### src/pkg/fpk_pkg.sv
// constants and types shared by the front panel keypad and fault display block
`default_nettype none
package fpk_pkg;
  // timing
  localparam int CLK_NS      = 20;
  localparam int DEB_MS      = 10;
  localparam int DBL_MS      = 300;
  localparam int DEB_CYC_DEF = DEB_MS * 1000000 / CLK_NS;
  localparam int DBL_CYC_DEF = DBL_MS * 1000000 / CLK_NS;
  localparam int TMR_W       = 24;
  // register byte offsets
  localparam logic [7:0] A_CTRL   = 8'h00;
  localparam logic [7:0] A_NADDR  = 8'h04;
  localparam logic [7:0] A_NBAUD  = 8'h08;
  localparam logic [7:0] A_JOG    = 8'h0C;
  localparam logic [7:0] A_PIDX   = 8'h10;
  localparam logic [7:0] A_PVAL   = 8'h14;
  localparam logic [7:0] A_FAULT  = 8'h18;
  localparam logic [7:0] A_STATUS = 8'h1C;
  localparam logic [7:0] A_VALUE  = 8'h20;
  localparam logic [7:0] A_KBIT   = 8'h24;
  // field positions
  localparam int CTL_CLR  = 0;
  localparam int CTL_RSEL = 2;
  localparam int ST_BAUD  = 8;
  localparam int ST_ADV   = 16;
  localparam int ST_EDIT  = 17;
  // fault reaction selections
  localparam logic [1:0] RSEL_WARN  = 2'h1;
  localparam logic [1:0] RSEL_COAST = 2'h2;
  // fault numbering, bit n of a vector is fault n
  localparam int NFLT  = 32;
  localparam int F_HS  = 1;
  localparam int F_UV  = 5;
  localparam int F_STO = 27;
  localparam logic [31:0] FLT_USED          = 32'h0800_0BFE;
  localparam logic [31:0] fault_reset_class = 32'h0800_096E;
  localparam logic [31:0] FLT_DET           = 32'h0000_0090;
  localparam logic [31:0] FLT_HARD          = 32'h0000_0294;
  // trip thresholds and display codes
  localparam logic [7:0] HS_TRIP_C = 8'h50;
  localparam logic [9:0] UV_TRIP_V = 10'h064;
  localparam logic [7:0] CARD_CODE = 8'hDE;
  // key entry
  localparam int K_RT = 0;
  localparam int K_LF = 1;
  localparam logic [15:0] STEP_ONE = 16'h0001;
  localparam logic [15:0] STEP_TEN = 16'h000A;
  localparam logic [3:0]  MENU_ONE = 4'h1;
  localparam logic [3:0]  MENU_TWO = 4'h2;
  localparam int NPOS = 16;
  // field-bus baud coding
  localparam int NBAUD = 11;
  localparam logic [7:0] BAUD_CODE [NBAUD] = '{8'h01, 8'h02, 8'h05, 8'h0A, 8'h0C, 8'h19,
                                               8'h21, 8'h32, 8'h42, 8'h50, 8'h64};
  localparam logic [9:0] BAUD_KBIT [NBAUD] = '{10'h00A, 10'h014, 10'h032, 10'h064, 10'h07D,
                                               10'h0FA, 10'h14D, 10'h1F4, 10'h29A, 10'h320,
                                               10'h3E8};
  typedef enum logic [1:0] {DK_STAT, DK_FAULT, DK_CARD, DK_STO} fpk_dkind_t;
  typedef enum logic [1:0] {RX_NONE, RX_WARN, RX_RAMP, RX_COAST} fpk_react_t;
  typedef struct packed {
    fpk_dkind_t kind;
    logic [7:0] num;
    logic       det_vld;
    logic [7:0] det;
  } fpk_disp_t;
  typedef struct packed {
    logic       vld;
    logic [7:0] addr;
  } fpk_rx_t;
endpackage
`default_nettype wire

### src/hw/fpk_top.sv
// front panel keys, display codes, fault latch and field-bus settings
//
// The address-and-strobe port and the register offsets are this design's own decisions.
`timescale 1ns/1ns
`default_nettype none
module fpk_top #(
  parameter int unsigned DEB_CYC = fpk_pkg::DEB_CYC_DEF,
  parameter int unsigned DBL_CYC = fpk_pkg::DBL_CYC_DEF
) (
  // clock and reset
  input  wire logic                mclk,
  input  wire logic                arst_n,
  // register port
  input  wire logic [7:0]          reg_addr,
  input  wire logic [31:0]         reg_wdata,
  input  wire logic                reg_wr,
  input  wire logic                reg_rd,
  output logic [31:0]              reg_rdata,
  // front keys, right is up, left is down in edit mode and ignored in the menu
  input  wire logic                key_rt,
  input  wire logic                key_lf,
  // saved settings from and to the nonvolatile store
  input  wire logic [7:0]          nv_addr,
  input  wire logic [7:0]          nv_baud,
  output logic [7:0]               save_addr,
  output logic [7:0]               save_baud,
  // setup link addressing
  input  wire fpk_pkg::fpk_rx_t    rx,
  output logic                     rx_accept,
  // drive state and monitors
  input  wire logic                sto1_en,
  input  wire logic                sto2_en,
  input  wire logic                drive_en,
  input  wire logic [7:0]          temp_hs,
  input  wire logic [9:0]          vbus,
  input  wire logic [31:0]         flt_src,
  input  wire logic [7:0]          fault_detail_code,
  input  wire logic                card_err,
  // jog and position
  input  wire logic                jog_plus,
  input  wire logic                jog_minus,
  input  wire logic [31:0]         pos_act,
  // operator outputs
  output fpk_pkg::fpk_disp_t       disp,
  output fpk_pkg::fpk_react_t      react,
  output logic [9:0]               baud_kbit,
  output logic                     baud_ok,
  output logic                     menu_adv,
  output logic                     edit_mode,
  output logic [3:0]               menu_item,
  output logic [15:0]              entry_val,
  output logic                     val_accept,
  output logic signed [15:0]       jog_cmd,
  output logic [15:0]              pos_hit
);
  import fpk_pkg::*;

  function automatic logic [15:0] fpk_step(logic [15:0] v, logic dn, logic ten);
    logic [15:0] d;
    d = ten ? STEP_TEN : STEP_ONE;
    return dn ? v - d : v + d;
  endfunction

  function automatic logic [9:0] fpk_baud(logic [7:0] c);
    logic [9:0] k;
    k = '0;
    for (int i = 0; i < NBAUD; i++) begin
      if (c == BAUD_CODE[i]) begin
        k = BAUD_KBIT[i];
      end
    end
    return k;
  endfunction

  function automatic fpk_react_t fpk_react(logic [4:0] f, logic [1:0] sel);
    if (FLT_HARD[f] || sel == RSEL_COAST) begin
      return RX_COAST;
    end
    if (sel == RSEL_WARN) begin
      return RX_WARN;
    end
    return RX_RAMP;
  endfunction

  // reset release through two flops
  logic rs1_r;
  logic rst_n_r;
  always_ff @(posedge mclk or negedge arst_n) begin
    if (!arst_n) begin
      rs1_r   <= 1'b0;
      rst_n_r <= 1'b0;
    end else begin
      rs1_r   <= 1'b1;
      rst_n_r <= rs1_r;
    end
  end

  // register decode
  wire w_ctrl  = reg_wr && reg_addr == A_CTRL;
  wire w_naddr = reg_wr && reg_addr == A_NADDR;
  wire w_nbaud = reg_wr && reg_addr == A_NBAUD;
  wire w_jog   = reg_wr && reg_addr == A_JOG;
  wire w_pidx  = reg_wr && reg_addr == A_PIDX;
  wire w_pval  = reg_wr && reg_addr == A_PVAL;
  wire clear_fault_command = w_ctrl && reg_wdata[CTL_CLR];

  logic [1:0]         fault_reaction_select;
  logic [7:0]         naddr_r;
  logic [7:0]         nbaud_r;
  logic signed [15:0] jspd_r;
  logic [3:0]         pidx_r;
  logic [31:0]        preg_r [NPOS];
  always_ff @(posedge mclk or negedge rst_n_r) begin
    if (!rst_n_r) begin
      fault_reaction_select <= '0;
      naddr_r <= '0;
      nbaud_r <= '0;
      jspd_r  <= '0;
      pidx_r  <= '0;
      for (int i = 0; i < NPOS; i++) begin
        preg_r[i] <= '0;
      end
    end else begin
      if (w_ctrl) begin
        fault_reaction_select <= reg_wdata[CTL_RSEL +: 2];
      end
      if (w_naddr) begin
        naddr_r <= reg_wdata[7:0];
      end
      if (w_nbaud) begin
        nbaud_r <= reg_wdata[7:0];
      end
      if (w_jog) begin
        jspd_r <= reg_wdata[15:0];
      end
      if (w_pidx) begin
        pidx_r <= reg_wdata[3:0];
      end
      if (w_pval) begin
        preg_r[pidx_r] <= reg_wdata;
      end
    end
  end

  // settings are caught once after reset; later writes wait for a power cycle
  logic       first_r;
  logic [7:0] act_addr_r;
  logic [7:0] act_baud_r;
  logic       adv_r;
  always_ff @(posedge mclk or negedge rst_n_r) begin
    if (!rst_n_r) begin
      first_r    <= 1'b1;
      act_addr_r <= '0;
      act_baud_r <= '0;
      adv_r      <= 1'b0;
    end else begin
      first_r <= 1'b0;
      if (first_r) begin
        act_addr_r <= nv_addr;
        act_baud_r <= nv_baud;
        adv_r      <= key_rt;
      end
    end
  end

  // key debounce
  logic [1:0]       kraw;
  logic [1:0]       kst_r;
  logic [1:0]       kst_d_r;
  logic [TMR_W-1:0] dcnt_r [2];
  assign kraw = {key_lf, key_rt};
  wire [1:0] press = kst_r & ~kst_d_r;
  wire cfm = press[K_LF] && kst_r[K_RT];
  always_ff @(posedge mclk or negedge rst_n_r) begin
    if (!rst_n_r) begin
      kst_r   <= '0;
      kst_d_r <= '0;
      dcnt_r  <= '{default: '0};
    end else begin
      kst_d_r <= kst_r;
      for (int k = 0; k < 2; k++) begin
        if (kraw[k] == kst_r[k]) begin
          dcnt_r[k] <= '0;
        end else if (dcnt_r[k] == TMR_W'(DEB_CYC - 1)) begin
          kst_r[k]  <= kraw[k];
          dcnt_r[k] <= '0;
        end else begin
          dcnt_r[k] <= dcnt_r[k] + 1'b1;
        end
      end
    end
  end

  // a press waits out the window to tell a single from a double press
  typedef enum logic {KS_IDLE, KS_WAIT} fpk_ks_t;
  fpk_ks_t          ks_r;
  fpk_ks_t          ks_nxt;
  logic             pk_r;
  logic             pk_nxt;
  logic [TMR_W-1:0] tmr_r;
  logic [TMR_W-1:0] tmr_nxt;
  logic             app;
  logic             app_ten;
  always_comb begin
    ks_nxt  = ks_r;
    pk_nxt  = pk_r;
    tmr_nxt = tmr_r + 1'b1;
    app     = 1'b0;
    app_ten = 1'b0;
    unique case (ks_r)
      KS_IDLE: begin
        if (!cfm && |press) begin
          ks_nxt  = KS_WAIT;
          pk_nxt  = press[K_LF];
          tmr_nxt = '0;
        end
      end
      KS_WAIT: begin
        if (cfm) begin
          ks_nxt = KS_IDLE;
        end else if (press[pk_r]) begin
          app     = 1'b1;
          app_ten = 1'b1;
          ks_nxt  = KS_IDLE;
        end else if (|press) begin
          app     = 1'b1;
          pk_nxt  = ~pk_r;
          tmr_nxt = '0;
        end else if (tmr_r == TMR_W'(DBL_CYC - 1)) begin
          app    = 1'b1;
          ks_nxt = KS_IDLE;
        end
      end
    endcase
  end

  // a held right key counts as an up press if the window ends before left
  logic        edit_r;
  logic [3:0]  item_r;
  logic [15:0] entry_r;
  logic [15:0] accepted_r;
  logic        acc_r;
  always_ff @(posedge mclk or negedge rst_n_r) begin
    if (!rst_n_r) begin
      ks_r       <= KS_IDLE;
      pk_r       <= 1'b0;
      tmr_r      <= '0;
      edit_r     <= 1'b0;
      item_r     <= '0;
      entry_r    <= '0;
      accepted_r <= '0;
      acc_r      <= 1'b0;
    end else begin
      ks_r  <= ks_nxt;
      pk_r  <= pk_nxt;
      tmr_r <= tmr_nxt;
      acc_r <= cfm && edit_r;
      if (cfm) begin
        edit_r <= ~edit_r;
        if (edit_r) begin
          accepted_r <= entry_r;
        end
      end
      if (app && edit_r) begin
        entry_r <= fpk_step(entry_r, pk_r, app_ten);
      end else if (app && !pk_r) begin
        item_r <= item_r + (app_ten ? MENU_TWO : MENU_ONE);
      end
    end
  end

  // fault latch; a new event wins over a clear in the same cycle
  logic        sto_d_r;
  logic        den_d_r;
  logic [31:0] flt_r;
  logic [31:0] flt_set;
  logic [4:0]  fidx;
  wire sto_on = sto1_en && sto2_en;
  wire f27 = sto_on && !sto_d_r && drive_en && !den_d_r;
  wire [31:0] clr_m = clear_fault_command ? fault_reset_class : '0;
  always_comb begin
    flt_set        = flt_src;
    flt_set[F_HS]  = flt_src[F_HS] || temp_hs > HS_TRIP_C;
    flt_set[F_UV]  = flt_src[F_UV] || vbus < UV_TRIP_V;
    flt_set[F_STO] = flt_src[F_STO] || f27;
    flt_set        = flt_set & FLT_USED;
  end
  always_comb begin
    fidx = '0;
    for (int i = NFLT - 1; i > 0; i--) begin
      if (flt_r[i]) begin
        fidx = 5'(i);
      end
    end
  end

  // display, reaction and outputs
  fpk_disp_t dnx;
  always_comb begin
    dnx.kind    = DK_STAT;
    dnx.num     = '0;
    dnx.det_vld = 1'b0;
    dnx.det     = '0;
    if (fidx != '0) begin
      dnx.kind    = DK_FAULT;
      dnx.num     = 8'(fidx);
      dnx.det_vld = FLT_DET[fidx];
      dnx.det     = FLT_DET[fidx] ? fault_detail_code : '0;
    end else if (card_err) begin
      dnx.kind = DK_CARD;
      dnx.num  = CARD_CODE;
    end else if (!sto1_en && !sto2_en && !drive_en) begin
      dnx.kind = DK_STO;
    end
  end
  wire fpk_react_t rnx = fidx != '0 ? fpk_react(fidx, fault_reaction_select) : RX_NONE;
  wire signed [15:0] jnx = (jog_plus && !jog_minus) ? jspd_r
                         : (jog_minus && !jog_plus) ? -jspd_r : '0;
  wire rx_hit = rx.vld && act_addr_r != '0 && rx.addr == act_addr_r;

  fpk_disp_t          disp_r;
  fpk_react_t         react_r;
  logic [9:0]         kbit_r;
  logic               bok_r;
  logic               rxa_r;
  logic signed [15:0] jog_r;
  logic [15:0]        hit_r;
  always_ff @(posedge mclk or negedge rst_n_r) begin
    if (!rst_n_r) begin
      sto_d_r <= 1'b0;
      den_d_r <= 1'b0;
      flt_r   <= '0;
      disp_r  <= '0;
      react_r <= RX_NONE;
      kbit_r  <= '0;
      bok_r   <= 1'b0;
      rxa_r   <= 1'b0;
      jog_r   <= '0;
      hit_r   <= '0;
    end else begin
      sto_d_r <= sto_on;
      den_d_r <= drive_en;
      flt_r   <= (flt_r & ~clr_m) | flt_set;
      disp_r  <= dnx;
      react_r <= rnx;
      kbit_r  <= fpk_baud(act_baud_r);
      bok_r   <= |fpk_baud(act_baud_r);
      rxa_r   <= rx_hit;
      jog_r   <= jnx;
      for (int i = 0; i < NPOS; i++) begin
        hit_r[i] <= pos_act >= preg_r[i];
      end
    end
  end

  // read port, data only in the cycle after the strobe
  logic [31:0] rnxd;
  logic [31:0] rdata_r;
  always_comb begin
    rnxd = '0;
    case (reg_addr)
      A_CTRL:   rnxd[CTL_RSEL +: 2] = fault_reaction_select;
      A_NADDR:  rnxd[7:0] = naddr_r;
      A_NBAUD:  rnxd[7:0] = nbaud_r;
      A_JOG:    rnxd[15:0] = jspd_r;
      A_PIDX:   rnxd[3:0] = pidx_r;
      A_PVAL:   rnxd = preg_r[pidx_r];
      A_FAULT:  rnxd = flt_r;
      A_STATUS: rnxd = {14'h0000, edit_r, adv_r, act_baud_r, act_addr_r};
      A_VALUE:  rnxd[15:0] = accepted_r;
      A_KBIT:   rnxd[9:0] = kbit_r;
      default:  rnxd = '0;
    endcase
  end
  always_ff @(posedge mclk or negedge rst_n_r) begin
    if (!rst_n_r) begin
      rdata_r <= '0;
    end else begin
      rdata_r <= reg_rd ? rnxd : '0;
    end
  end

  assign reg_rdata  = rdata_r;
  assign save_addr  = naddr_r;
  assign save_baud  = nbaud_r;
  assign rx_accept  = rxa_r;
  assign disp       = disp_r;
  assign react      = react_r;
  assign baud_kbit  = kbit_r;
  assign baud_ok    = bok_r;
  assign menu_adv   = adv_r;
  assign edit_mode  = edit_r;
  assign menu_item  = item_r;
  assign entry_val  = entry_r;
  assign val_accept = acc_r;
  assign jog_cmd    = jog_r;
  assign pos_hit    = hit_r;
endmodule
`default_nettype wire

### config.mk
export PLATFORM = sky130hd
export DESIGN_NAME = fpk_top
export DESIGN_NICKNAME = d
export VERILOG_FILES = /design/src/pkg/fpk_pkg.sv /design/src/hw/fpk_top.sv
export SDC_FILE = /design/constraint.sdc
export NUM_CORES = 2
export LEC_CHECK = 0
export BUFFER_PORTS_ARGS = -buffer_cell sky130_fd_sc_hd__buf_2
export CORE_MARGIN = 4
export CORE_UTILIZATION = 56
export DETAILED_ROUTE_END_ITERATION = 16
export PLACE_DENSITY = 0.74
export REMOVE_ABC_BUFFERS = 1
export SETUP_SLACK_MARGIN = 0.5
export SLEW_MARGIN = 20
export SYNTH_ARGS = -nofsm -noshare
export SYNTH_HDL_FRONTEND = slang
export SYNTH_SLANG_ARGS = --single-unit
### constraint.sdc
create_clock -name mclk -period 23.7 [get_ports mclk]
set_clock_uncertainty 0.15 [all_clocks]
set_input_delay 4.74 -clock mclk [delete_from_list [all_inputs] [get_ports mclk]]
set_output_delay 4.74 -clock mclk [all_outputs]
set_load 0.02 [all_outputs]
==> After elaboration in Yosys (flattened, before gate mapping) <==
Memories as Yosys holds them, arrays and structs flattened.
Cells that the tools add are included.
{ "word_totals": {"wordCells": 282, "output_inout_bits": 136, "mem_bits_ro": 64, "inputBits": 167, "memories": 2, "reg_bits": 817} }
{ "mem_list": {"columns": ["memory", "depth", "width", "read_ports", "rd_clocked_by_memory_dff", "wr", "line", "text"], "rows": [
  ["(no name shown)", 32, 1, 1, 0, 0, "fpk_top.sv:76", "if (FLT_HARD[f] || sel == RSEL_COAST) begin"],
  ["(no name shown)", 32, 1, 1, 0, 0, "fpk_top.sv:308", "dnx.det = FLT_DET[fidx] ? fault_detail_code : '0;"]
]} }
{ "op_classes": {"eq_ne": 32, "add_sub_neg": 7, "n_bitwise": 12, "n_reduce_logical": 46, "magnitude_cmp": 22, "muxes": 107} }
{ "ops": {"columns": ["cell", "count"], "rows": [
  ["512-bit bitwise mux", 1],
  ["32-bit greater-or-equal comparator", 16],
  ["24-bit two-way mux", 8],
  ["5-bit two-way mux", 31],
  ["32-bit binary-select mux with 4-bit select", 1],
  ["32-bit demux with 4-bit select", 1],
  ["32-bit two-way mux", 4],
  ["10-bit two-way mux", 11],
  ["24-bit by 1-bit adder with 24-bit output (second input constant)", 3],
  ["24-bit by 19-bit equality test with 1-bit output (second input constant)", 2],
  ["16-bit two-way mux", 3],
  ["16-bit case mux with 3 select lines", 1],
  ["24-bit case mux with 2 select lines", 1],
  ["8-bit by 5-bit equality test with 1-bit output (second input constant)", 5],
  ["32-bit bitwise AND", 1],
  ["8-bit by 4-bit equality test with 1-bit output (second input constant)", 4],
  ["8-bit by 6-bit equality test with 1-bit output (second input constant)", 4],
  ["28-bit NOT with 32-bit output", 1],
  ["32-bit by 28-bit OR with 32-bit output", 1],
  ["4-bit case mux with 8 select lines", 1],
  ["6-bit case mux with 5 select lines", 1],
  ["28-bit two-way mux", 1],
  ["24-bit equality test (second input constant)", 1],
  ["8-bit by 7-bit equality test with 1-bit output (second input constant)", 3],
  ["42 further kinds", 120]
]} }

==> Logic depth before layout (Yosys ltp) <==
{ "logic_depth": {"ltp_word": 39, "ltp_mapped": 14, "ltp_nobuf": 14} }

==> Worst setup path after synthesis <==
OpenSTA, ideal clock, no wires.
{ "synth_timing": {"path_type": "input to register", "from": "input port pos_act[0]", "to": "register hit_r[0] (netlist: pos_hit[0])", "path_slack_ns": 16.898, "arrival_ns": 6.513, "path_stages": 9, "required_ns": 23.410, "cell_sequence": "inv_1 -> ha_1 -> nand2b_1 -> a21o_1 -> a211o_1 -> o2111ai_1 -> a21oi_1 -> a2111oi_0 -> o211ai_1"} }
{ "synth_via": {"elab_chain_cells": 1} }
{ "synth_rtl": {"columns": ["item", "line", "text"], "rows": [
  ["from (decl)", "fpk_top.sv:42", "input wire logic [31:0] pos_act,"],
  ["32-bit greater-or-equal comparator", "fpk_top.sv:351", "hit_r[i] <= pos_act >= preg_r[i];"],
  ["to (signal, indexed assignment)", "fpk_top.sv:351", null],
  ["to (decl)", "fpk_top.sv:327", "logic [15:0] hit_r;"]
]} }
Every way passes these cells.
A chain may end at the register's enable or synchronous reset.

==> Worst setup path after layout <==
{ "layout_timing": {"from": "input port pos_act[0]", "to": "register hit_r[9] (netlist: pos_hit[9])"} }
The elaborated chain is that of the path after synthesis.

==> results.toml <==
[status]
status = "complete, no violations"

[critical_path]
crit_type = "in -> reg"
end_kind = "register"
crit_start = "pos_act[0]"
critPathLaunchType = "input port"
arrival_ns = 8.35
cp.required_ns = 24.07
worst-path-max-fanout = 16
reg2reg_from = "pk_r"

[yosys]
syn_area_mm2 = 0.0481
yosysUniqueCellTypes = 81
synth-edff-count = 0
synthFlopType = "dfrtp_1"
yosys_warnings = 0
yosysSeqAreaShare_pct = 41.3
async_reset_ff_share_pct = 100
synth_area_leader_cell = "dfrtp_1"
ys_ff_latch = 794
syn_area_per_cell_um2 = 10.8
synth_top_area_share_pct = 41.3
synth.area.top_cells = "dfrtp_1, ha_1, mux2_2, mux4_2, inv_1"
synth_cells = 4437

[grt]
track_usage_pct = 30.3
grt_pass1_vias = 37100
grt-ovfl-total = 0
antenna_found_initial = 15
grt_pass1_wl_mm = 212
grt_max_degree = 177

[floorplanning]
initial_core_util_pct = 56.5
dieArea_mm2 = 0.0906
die_y_um = 301
core_mm2 = 0.0851
io_pins = 303
die_width_um = 301
rows = 107

[timing]
relSlewSlack_pct = 20.7
slew_violations = 0
setup_viol = 0
worstMarginPinSlew_ns = 1.19
holdWs_ns = 0.0965
fmaxAchievable_ghz = 0.125
rsz0062_at_grt = "no"
min_period_ns = 7.98
fin_crit_sh_pct = 33.7
finalSetupTns_ns = 0
hold_viol_final = 0

[clock_network]
hold_buffers = 0
htree_levels = 3
cts_sinks = 794
clk_pin_slew_ns = 0.06
cts_resized = 0
clk_latency_ns = 0.65
cts-buffers-inserted = 88
cts-root-to-sink-buffers = 3
root_buffer = "clkbuf_16"
cts_tree = "done"
postCtsSetupBuffers = 0

[finish]
nNetsFinal = 5350
final_layout_size_suffix_gt1_share_pct = 22.0
syn_to_final_growth_pct = 11.5

[route]
drt-vias-per-instance = 6.15
remaining_drc_errors = 0
vias = 36100
first_pass_iters = 7
drt_wl_total_mm = 136
wl_per_cell_um = 23.2
drt_iter0_markers = 3149
ant_nets = 0

[power]
ir_drop_v = 0.0000564
powerDensity_mw_per_mm2 = 58.7
power.leakage_nw = 25.7

[place]
port_buffers = 278
gp_congestion = 0.962
dp_hpwl_mm = 96.4

[worst_hold_path]
hold_class = "reg -> async"

[flow_run]
max-cap-violations = 0
-- routing by layer --
metal  routed length (µm)  vias up  track usage, %
met5                   27        -               0
met3                10400      384            5.69
met1                53700    18000            38.5
met2                64200     1435            49.7
met4                 7810        4            15.6
li1                     -    16300               -
-- final cells by class --
cell class,instances,area (µm²)
Antenna cell,9,22.5
Clock buffer,125,2630
Clock inverter,38,515
Fill cell,6768,31500
Inverter,529,1990
Multi-Input combinational cell,2925,25500
Sequential cell,794,19900
Tap cell,1144,1430
Timing Repair Buffer,306,1670
-- stage by stage --
step / total power [mW] / utilization, % / instance area, µm² / setup WS, ns / std cells
after floorplan: 1.57 / - / 47300 / -0.219 / 4248
after global placement: 1.68 / 59.2 / 50400 / 15.19 / 5696
after detailed placement: 1.69 / 59.2 / 50400 / 15.18 / 5696
after CTS: 3.16 / 62.9 / 53500 / 15.87 / 5859
after global routing: 3.26 / 63.0 / 53600 / 15.67 / 5869
final: 3.15 / 63.0 / 53600 / 15.72 / 5870
-- power breakdown --
| part | switching, mW | internal [mW] | leakage (nW) |
|---|---|---|---|
| registers | 0.0220 | 1.37 | 9.87 |
| clock network | 0.579 | 0.903 | 1.55 |
| logic | 0.176 | 0.0985 | 14.3 |
| total | 0.777 | 2.37 | 25.7 |
-- layout by cell type, fill, tap and decap left out, types with 10 or more instances in the layout --
cell type  count
a21o_1       147
a21oi_1      160
ha_1         537
dfrtp_1      788
o21ai_0      312
nand3_1       57
nand2_2       10
o21a_1        18
nand4_1      110
nand2_1      280
nor2_1       183
o31ai_1       19
and3_1        34
xor2_1        44
mux2_2       372
and4_1        17
and2_1        16
xnor2_1       42
a22oi_1       21
nor3_1        38
clkinv_2      18
o211ai_1      12
bufinv_16     12
clkbuf_16     93
nor2b_1       38
nand2b_1      32
or3_1         12
clkbuf_1      14
a221oi_1      17
clkbuf_8      18
mux2_1        34
a31oi_1       10
a211oi_1      25
inv_1        529
buf_4         24
buf_2        278
nor4_1        12
mux4_2       160
-- flip-flops by register name, indices dropped and copies added (netlist names), 2 cells and up --
signal,cells
act_baud_r,8
kst_d_r,2
jspd_r,16
accepted_r,16
save_addr,8
baud_kbit,10
act_addr_r,8
disp,17
tmr_r,24
jog_cmd,16
pos_hit,16
pidx_r,4
menu_item,4
react,2
fault_reaction_select,2
flt_r,11
kst_r,2
save_baud,8
dcnt_r,48
reg_rdata,32
preg_r,512
entry_val,16
-- cells in the mapped netlist (16+ instances only) --
cell and n:
a211oi_1 25, a21o_1 147, a21oi_1 160, a221oi_1 17, a22oi_1 21, and2_1 16
and3_1 34, and4_1 17, buf_2 78, clkbuf_1 95, dfrtp_1 793, ha_1 537
inv_1 529, mux2_1 34, mux2_2 372, mux4_2 160, nand2_1 289, nand2b_1 32
nand3_1 58, nand4_1 110, nor2_1 184, nor2b_1 40, nor3_1 38, o21a_1 18
o21ai_0 312, o31ai_1 19, xnor2_1 42, xor2_1 44
-- path summary, 6_finish.rpt --
check	end	slack [ns]	cells after the start
max	pos_hit[9]	15.72	10
min	dcnt_r[3]	0.1	0
max reg2reg	entry_val[12]	19.40	13
min reg2reg	dcnt_r[3]	0.1	0
max in group asynchronous	rst_n_r	19.58	1
min in group mclk	rst_n_r	0.20	0
-- logic make-up (layout without fill, tap and decap cells) --
logic type	Yosys count	count (layout)	share of synthesized area, %
AND/OR/NAND/NOR	891	891	9.31
buffers and inverters	719	998	5.88
adder cells (fa/ha/maj)	540	540	14.1
flip-flops	794	794	41.3
AO/OA/AOI/OAI	836	836	10.8
XOR/XNOR	86	86	1.57
other	2	12	0.0156
multiplexers	569	569	17.1
-- critical path, cell delays in order --
cell,delay [ns]
buf_2,0.09
inv_1,0.50
ha_1,0.34
nand2b_1,0.14
a21o_1,0.20
a211oi_1,0.55
o31ai_1,0.29
a221oi_1,0.59
o311ai_0,0.47
a31o_2,0.43
Power figures use the tool's default switching activity.
